## config.mk

```make
export PLATFORM = sky130hd
export DESIGN_NAME = bmw_boot_map_watchdog
export DESIGN_NICKNAME = d
export VERILOG_FILES = /design/src/rtl/bmw_boot_map_watchdog.v
export VERILOG_INCLUDE_DIRS = /design/src /design/src/rtl
export SDC_FILE = /design/constraint.sdc
export NUM_CORES = 1
export LEC_CHECK = 0
export ABC_CLOCK_PERIOD_IN_PS = 2500
export BUFFER_PORTS_ARGS = -buffer_cell sky130_fd_sc_hd__buf_4
export CORE_UTILIZATION = 47
export DETAILED_ROUTE_END_ITERATION = 6
export PLACE_DENSITY = 0.82
export SYNTH_ARGS = -nofsm -noshare
export SYNTH_HDL_FRONTEND = slang
export SYNTH_SLANG_ARGS = --single-unit
```

## constraint.sdc

```tcl
create_clock -name clk -period 2.5 [get_ports clk]
set_input_delay 0.125 -clock clk [delete_from_list [all_inputs] [get_ports clk]]
set_output_delay 0.125 -clock clk [all_outputs]
set_load 0.02 [all_outputs]
```

## src/rtl/bmw_map.vh

```
`ifndef BMW_MAP_VH
`define BMW_MAP_VH
// register addresses in external data space
`define BMW_ADDR_ROM_SHADOW   16'hFF90
`define BMW_ADDR_WATCHDOG     16'hFF93
// rom_shadow_config fields
`define BMW_RSC_SHADOW_BIT    0
`define BMW_RSC_SIZE_CODE     2'h2
`define BMW_RSC_RAM_FLAG      1'h1
`define BMW_RSC_RESERVED      4'h0
// watchdog_control_status fields
`define BMW_WD_KICK_BIT       0
`define BMW_WD_FLAG_BIT       6
`define BMW_WD_LOW_BIT        7
`define BMW_WD_HIGH_RESET     5'h00
`define BMW_WD_LOW_RESET      1'h1
`define BMW_WD_DISABLE_HIGH   5'h15
`define BMW_WD_DISABLE_LOW    1'h0
// watchdog timing
`define BMW_WD_TICK_MS        1
`define BMW_WD_TIMEOUT_MS     128
`define BMW_WD_WIDTH          7
// memory map
`define BMW_ROM_LOW_BASE      16'h0000
`define BMW_ROM_LOW_LAST      16'h27FF
`define BMW_ROM_HIGH_BASE     16'h8000
`define BMW_ROM_HIGH_LAST     16'hA7FF
`define BMW_RAM_BASE          16'h0000
`define BMW_RAM_LAST          16'h3FFF
`define BMW_IO_BASE           16'hF800
`define BMW_IO_LAST           16'hFFFF
`endif

```

## src/rtl/bmw_boot_map_watchdog.v

```verilog
// Function
// boot mode: rom at code 0000-27FF and 8000-A7FF, ram at data 0000-3FFF
// normal mode: rom only at code 8000-A7FF, ram in code from 0000
// buffers, registers and io in data space F800-FFFF in both modes
// normal mode ram is code-only read-only; boot mode ram is data read/write
// shadow select resets to 0, set by write, cleared only by reset or timeout
// shadow config bits 4-1 always read 0000b
// code-size field bits 6-5 hardwired to 10b, meaning 16K
// bit 7 of shadow config is constant 1, code space is ram
// reset clears shadow select and connect bit; first fetch from boot rom 0000h
// firmware checks eeprom signature, loads ram via data space, else usb
// firmware sets shadow select first, then the connect bit
// watchdog ticks on 1-ms frame pulses, only while connected
// 7-bit millisecond counter resets device after 128 ms without a kick
// writing 1 to bit 0 kicks the watchdog; reads as 0
// watchdog disabled only by bits 5-1 = 10101b with bit 7 = 0
// bit 6 is 0 after power-up, 1 after timeout; write 1 clears it
// kick zeroes the counter; counter held at zero while disabled
`timescale 1ns/1ps
`include "bmw_map.vh"
module bmw_boot_map_watchdog #(
  parameter WD_WIDTH = `BMW_WD_WIDTH
) (
  input  wire        clk,
  input  wire        rst,
  input  wire [15:0] code_addr,
  input  wire [15:0] data_addr,
  input  wire        data_wr,
  input  wire        data_rd,
  input  wire [7:0]  data_wdata,
  input  wire        usb_connect_bit,
  input  wire        frame_tick,
  output reg  [7:0]  reg_rdata,
  output reg         reg_hit,
  output reg         code_rom_sel,
  output reg         code_ram_sel,
  output reg  [13:0] code_ram_addr,
  output reg  [13:0] code_rom_addr,
  output reg         data_ram_sel,
  output reg         data_ram_we,
  output reg         data_io_sel,
  output reg         shadow_select,
  output reg         watchdog_reset
);

  // the count runs 0..WD_LAST; the step taken at WD_LAST is the timeout
  localparam integer        WD_LAST_INT = `BMW_WD_TIMEOUT_MS / `BMW_WD_TICK_MS - 1;
  localparam [WD_WIDTH-1:0] WD_LAST     = WD_LAST_INT[WD_WIDTH-1:0];
  localparam [WD_WIDTH-1:0] WD_ZERO     = {WD_WIDTH{1'b0}};
  localparam integer        SYNC_LANES  = 2;
  localparam integer        LANE_TICK   = 0;
  localparam integer        LANE_CONN   = 1;

  // inclusive address window test shared by the code and data window decodes
  function in_range;
    input [15:0] a;
    input [15:0] lo;
    input [15:0] hi;
    begin
      in_range = (a >= lo) && (a <= hi);
    end
  endfunction

  // exact match of a data address against one register location
  function reg_match;
    input [15:0] a;
    input [15:0] loc;
    begin
      reg_match = (a == loc);
    end
  endfunction

  // byte image of rom_shadow_config; only bit 0 is state
  function [7:0] shadow_image;
    input sel;
    begin
      shadow_image = {`BMW_RSC_RAM_FLAG, `BMW_RSC_SIZE_CODE, `BMW_RSC_RESERVED, sel};
    end
  endfunction

  // byte image of watchdog_control_status; the kick bit never reads back
  function [7:0] watchdog_image;
    input       low;
    input       flag;
    input [4:0] high;
    begin
      watchdog_image = {low, flag, high, 1'b0};
    end
  endfunction

  reg                   watchdog_disable_low;
  reg  [4:0]            watchdog_disable_high;
  reg                   watchdog_reset_flag;
  reg  [WD_WIDTH-1:0]   wd_count;
  reg                   tick_prev;
  reg                   timeout_seen;
  reg                   next_tick_prev;
  reg                   next_timeout;
  reg                   next_shadow_select;
  reg                   next_disable_low;
  reg  [4:0]            next_disable_high;
  reg                   next_reset_flag;
  reg  [WD_WIDTH-1:0]   next_wd_count;
  reg  [7:0]            next_reg_rdata;
  reg                   next_reg_hit;
  reg                   next_code_rom_sel;
  reg                   next_code_ram_sel;
  reg                   next_data_ram_sel;
  reg                   next_data_ram_we;
  reg                   next_data_io_sel;
  wire [SYNC_LANES-1:0] async_in;
  wire [SYNC_LANES-1:0] sync_out;

  // register strobes; a write lands on the edge that sees data_wr high
  wire       rd_rom_shadow = data_rd && reg_match(data_addr, `BMW_ADDR_ROM_SHADOW);
  wire       rd_watchdog   = data_rd && reg_match(data_addr, `BMW_ADDR_WATCHDOG);
  wire       wr_rom_shadow = data_wr && reg_match(data_addr, `BMW_ADDR_ROM_SHADOW);
  wire       wr_watchdog   = data_wr && reg_match(data_addr, `BMW_ADDR_WATCHDOG);
  wire       set_shadow    = wr_rom_shadow && data_wdata[`BMW_RSC_SHADOW_BIT];
  wire       kick          = wr_watchdog && data_wdata[`BMW_WD_KICK_BIT];
  wire       clear_flag    = wr_watchdog && data_wdata[`BMW_WD_FLAG_BIT];

  // all six bits must match, so a half-written pattern keeps the timer running
  wire [5:0] watchdog_disable_code = {watchdog_disable_high, watchdog_disable_low};
  wire       wd_disabled   = (watchdog_disable_code ==
                             {`BMW_WD_DISABLE_HIGH, `BMW_WD_DISABLE_LOW});

  wire       tick_sync     = sync_out[LANE_TICK];
  wire       conn_sync     = sync_out[LANE_CONN];
  // a frame tick only counts while the host link is up
  wire       tick_rise     = tick_sync && !tick_prev;
  wire       wd_step       = !wd_disabled && conn_sync && tick_rise;
  wire       expire        = wd_step && (wd_count == WD_LAST);
  // any reset (external or watchdog) restores boot state
  wire       any_rst       = rst || timeout_seen;

  wire       code_in_ram   = in_range(code_addr, `BMW_RAM_BASE, `BMW_RAM_LAST);
  wire       code_in_low   = in_range(code_addr, `BMW_ROM_LOW_BASE, `BMW_ROM_LOW_LAST);
  wire       code_in_high  = in_range(code_addr, `BMW_ROM_HIGH_BASE, `BMW_ROM_HIGH_LAST);
  wire       data_access   = data_rd || data_wr;
  wire       data_in_ram   = in_range(data_addr, `BMW_RAM_BASE, `BMW_RAM_LAST);
  wire       data_in_io    = in_range(data_addr, `BMW_IO_BASE, `BMW_IO_LAST);

  assign async_in = {usb_connect_bit, frame_tick};

  // two flops per asynchronous input; only the second flop is read
  genvar lane;
  generate
    for (lane = 0; lane < SYNC_LANES; lane = lane + 1) begin : g_sync
      reg meta;
      reg stable;
      always @(posedge clk) begin
        meta   <= async_in[lane];
        stable <= meta;
      end
      assign sync_out[lane] = stable;
    end
  endgenerate

  // starts at the idle level of the tick so reset leaves no false edge
  always @* begin
    next_tick_prev = tick_sync;
    if (rst) begin
      next_tick_prev = 1'b0;
    end
  end

  always @(posedge clk) begin
    tick_prev <= next_tick_prev;
  end

  always @* begin
    next_timeout = expire;
    if (rst) begin
      next_timeout = 1'b0;
    end
  end

  // timeout pulses a one-cycle device reset; the flag survives it
  always @(posedge clk) begin
    timeout_seen <= next_timeout;
  end

  // the pulse leaves the block so the core and the connect bit reset with it
  always @(posedge clk) begin
    watchdog_reset <= next_timeout;
  end

  // software can only set the select bit; clearing needs a reset
  always @* begin
    next_shadow_select = shadow_select;
    if (any_rst) begin
      next_shadow_select = 1'b0;
    end else if (set_shadow) begin
      next_shadow_select = 1'b1;
    end
  end

  always @(posedge clk) begin
    shadow_select <= next_shadow_select;
  end

  always @* begin
    next_disable_high = watchdog_disable_high;
    next_disable_low  = watchdog_disable_low;
    if (any_rst) begin
      next_disable_high = `BMW_WD_HIGH_RESET;
      next_disable_low  = `BMW_WD_LOW_RESET;
    end else if (wr_watchdog) begin
      next_disable_high = data_wdata[5:1];
      next_disable_low  = data_wdata[`BMW_WD_LOW_BIT];
    end
  end

  always @(posedge clk) begin
    watchdog_disable_high <= next_disable_high;
  end

  always @(posedge clk) begin
    watchdog_disable_low <= next_disable_low;
  end

  // set by a timeout beats a same-cycle software clear
  always @* begin
    next_reset_flag = watchdog_reset_flag;
    if (rst) begin
      next_reset_flag = 1'b0;
    end else if (expire) begin
      next_reset_flag = 1'b1;
    end else if (clear_flag) begin
      next_reset_flag = 1'b0;
    end
  end

  always @(posedge clk) begin
    watchdog_reset_flag <= next_reset_flag;
  end

  // the count wraps from WD_LAST to zero on the expiring step; the timeout reset then keeps it there
  always @* begin
    next_wd_count = wd_count;
    if (any_rst || wd_disabled || kick) begin
      next_wd_count = WD_ZERO;
    end else if (wd_step) begin
      next_wd_count = wd_count + 1'b1;
    end
  end

  always @(posedge clk) begin
    wd_count <= next_wd_count;
  end

  // unmapped reads return zero so a stale byte cannot pass for a register
  always @* begin
    next_reg_hit   = rd_rom_shadow || rd_watchdog;
    next_reg_rdata = 8'h00;
    if (rd_rom_shadow) begin
      next_reg_rdata = shadow_image(shadow_select);
    end else if (rd_watchdog) begin
      next_reg_rdata = watchdog_image(watchdog_disable_low, watchdog_reset_flag,
                                      watchdog_disable_high);
    end
  end

  always @(posedge clk) begin
    if (rst) begin
      reg_rdata <= 8'h00;
    end else begin
      reg_rdata <= next_reg_rdata;
    end
  end

  always @(posedge clk) begin
    if (rst) begin
      reg_hit <= 1'b0;
    end else begin
      reg_hit <= next_reg_hit;
    end
  end

  // code-side decode; the ram is visible as code only in normal mode
  always @* begin
    next_code_rom_sel = 1'b0;
    next_code_ram_sel = 1'b0;
    if (shadow_select) begin
      next_code_rom_sel = code_in_high;
      next_code_ram_sel = code_in_ram;
    end else begin
      next_code_rom_sel = code_in_low || code_in_high;
    end
  end

  // data-side decode; normal mode hides the ram from data space, blocking writes
  always @* begin
    next_data_ram_sel = 1'b0;
    next_data_ram_we  = 1'b0;
    next_data_io_sel  = data_access && data_in_io;
    if (!shadow_select) begin
      next_data_ram_sel = data_access && data_in_ram;
      next_data_ram_we  = data_wr && data_in_ram;
    end
  end

  // registered decode costs a cycle but keeps the selects glitch-free
  always @(posedge clk) begin
    if (rst) begin
      code_rom_sel  <= 1'b0;
      code_ram_sel  <= 1'b0;
      code_ram_addr <= 14'h0000;
      code_rom_addr <= 14'h0000;
    end else begin
      code_rom_sel  <= next_code_rom_sel;
      code_ram_sel  <= next_code_ram_sel;
      // both rom windows share the low 14 bits; the high copy only adds bit 15
      code_rom_addr <= code_addr[13:0];
      code_ram_addr <= code_addr[13:0];
    end
  end

  always @(posedge clk) begin
    if (rst) begin
      data_ram_sel <= 1'b0;
      data_ram_we  <= 1'b0;
      data_io_sel  <= 1'b0;
    end else begin
      data_ram_sel <= next_data_ram_sel;
      data_ram_we  <= next_data_ram_we;
      data_io_sel  <= next_data_io_sel;
    end
  end

endmodule

```

==> results.yml <==
placed_design:
  placed_cells: 290
  io_buffer_count: 89
  routabilityCongestion: 0.755
  placed_area_sq_um: 2400
  hpwl_um: 2950
  place_ws_ns: 1.02
synthesis:
  syn_area_per_cell_sq_um: 10.5
  ys.warnings.count: 0
  synth_edf_count: 0
  synth_cell_types: 35
  yosys.area.top_type: "dfxtp_1"
  postSynthCellCount: 170
  synth_seq_cells: 49
  async_flop_share_pct: 0
  synth_fp_nets: 217
  synth_top_area_share_pct: 54.9
  synth_area_leaders: "dfxtp_1 55%, buf_4 5.9%, nor2b_1 5.3%"
  yosysSeqAreaShare_pct: 54.9
  syn_area_sq_um: 1790
  synth-main-ff-cell: "dfxtp_1"
clock_network:
  h-tree-depth: 2
  clockBufferDepth: 2
  cts_buffers: 5
  clk_latency_ns: 0.29
  ctsHoldBuffers: 3
  cts_tree: "built"
  root_buffer: "clkbuf_8"
  cts.clk_slew.worst_paths_ns: 0.08
  cts_resized: 0
  cts_setup_buffers: 0
  cts.sinks: 49
floorplanning:
  ioPinCount: 90
  initial_core_util_pct: 48.8
  die_w_um: 63.7
  rows: 22
  dieArea_sq_um: 4050
  coreArea_sq_um: 3660
  die_height_um: 63.7
power:
  powerDensity_nw_per_um2: 581
  leakagePower_nw: 1.19
  ir_worst_vdd_mv: 0.354
timing:
  finalSetupViolations: 0
  hold_violations: 0
  tns_ns: 0
  timing.final.max_slew_violations: 0
  tightest_slew_ns: 0.726
  fmax_mhz: 675
  period_needed_ns: 1.48
  setup_slack_ns: 1.02
  rsz0062_at_grt: "no"
  slew_headroom_pct: 51.4
  clock_skew_ns: 0.00411
  post-route-period-util_pct: 59.2
setup_path:
  cp_num_buf_inv: 0
  cp_cell_sequence: "ha_1 > nand3_1 > a2111oi_2 > and3b_1 > o21bai_1"
  crit_fanout: 3
  critPathArrivalTime_ns: 1.71
  worstSetupPathType: "reg2reg"
  end_kind: "register"
  cp_top_family: "compound AO/OA/AOI/OAI gates"
  required_ns: 2.73
  critPathLaunchType: "register"
  slowest_stage: "a2111oi_2"
  max_stage_delay_ns: 0.40
global_routing:
  grt_max_degree: 25
  grt_pass1_wl_um: 6040
  grt_antenna_before_repair: 0
  grt_overflow: 0
  grt_pass1_vias: 1378
  track_usage_pct: 19.7
layout:
  antenna_cells: 0
  final_cell_area_sq_um: 2530
  final_core_util_pct: 69.1
  layout.cells.non_filler: 301
  drive_above_1_share_pct: 41.9
  area.growth.synth_to_final_pct: 41.6
  nets: 299
  num-fill-cells: 315
  layout.area.seq_sq_um: 981
  multi_input_area_sq_um: 682
status:
  status: "finished clean"
drt:
  drc: 0
  drt_iter0_drc: 62
  wirelength_um: 3750
  vias_per_cell: 4.65
  first_pass_iters: 4
  ant_nets: 0
  routedWlPerCell_um: 12.4
  vias: 1401
flow_run:
  maxCapViolations: 0
hold_path:
  hold_class: "in2reg"
==> synthesized netlist by cell type, types with 2 or more instances <==
master,n
xnor2_1,5
and3b_1,2
and3_1,2
inv_1,2
or2_2,2
a21o_1,2
nor2b_1,15
nand2b_1,3
nor2_1,17
nor3_1,4
and2_1,7
buf_4,14
mux2i_1,7
nand3_1,3
dfxtp_1,49
clkbuf_1,3
nand2_1,15
==> cell usage in the layout, fill, tap and decap left out, drive strengths merged, types with 2 or more instances in the layout <==
cell	n
and2	7
or2	2
nor3	6
nor2	17
inv	2
a21o	2
nand2	15
xnor2	5
and3	2
mux2i	7
dlygate4sd3	3
nand2b	3
and3b	2
nand3	3
dfxtp	49
nor2b	15
nor4	2
buf	89
clkbuf	7
==> path summary, 6_finish.rpt <==
path,startpoint,to,slack [ns],cells after the start
max,wd_count[0]$_SDFFE_PP0P_,watchdog_reset_flag$_SDFFE_PP0P_,1.02,5
min,code_addr[10],code_rom_addr[10]$_SDFF_PP0_,0.04,2
max reg2reg,wd_count[0]$_SDFFE_PP0P_,watchdog_reset_flag$_SDFFE_PP0P_,1.02,5
min reg2reg,g_sync[1].meta$_DFF_P_,conn_sync$_DFF_P_,0.33,0
==> cells by family after synthesis <==
group                      after synthesis  share of synthesized area (%)
and+or+nand+nor                         80                           26.8
DFF                                     49                           54.9
buffers and inverters                   19                           6.93
AOI/OAI and AO/OA                        8                           3.78
muxes                                    7                           3.92
xor gates and xnor gates                 6                           2.94
adders and majority gates                1                          0.700
==> cell type report <==
| cell class | instances | share of cell area, % |
|---|---|---|
| Clock buffer | 7 | 3.81 |
| Clock inverter | 1 | 0.198 |
| Inverter | 2 | 0.297 |
| Multi-Input combinational cell | 102 | 27.0 |
| Sequential cell | 49 | 38.8 |
| Tap cell | 48 | 2.37 |
| Timing Repair Buffer | 92 | 27.6 |
==> layer usage <==
layer,track usage (%),wire length [um],vias to the layer above
li1,-,-,706
met1,20.2,1480,647
met2,36.6,2040,42
met3,5.07,161,6
met4,9.38,68,0
met5,0,0,-
==> stage by stage <==
step	hold WS (ns)	power [mW]
2_1_floorplan	0.153	0.915
3_3_place_gp	0.229	0.998
3_5_place_dp	0.233	1.00
4_1_cts	0.0380	1.48
5_1_grt	0.0312	1.54
6_report	0.0430	1.47
==> where the power goes <==
group / switching [mW] / internal, mW
sequential: 0.0103 / 0.800
combinational: 0.0811 / 0.0959
clock: 0.233 / 0.250
total: 0.324 / 1.15
==> registers in the layout, indices dropped and copies added, names as in the netlist, 2 cells and up <==
signal / cells
reg_rdata: 8
code_rom_addr: 14
g_sync.meta: 2
watchdog_disable_high: 5
wd_count: 7
==> worst register-to-register path, delay by kind of cell (launching register included) <==
| family | cells | cell delay [ns] |
|---|---|---|
| AND/OR/NAND/NOR | 2 | 0.36 |
| AO/OA/AOI/OAI | 2 | 0.50 |
| adder cells (fa/ha/maj) | 1 | 0.18 |
| flip-flops | 1 | 0.38 |
(Power assumes the default switching activity.)
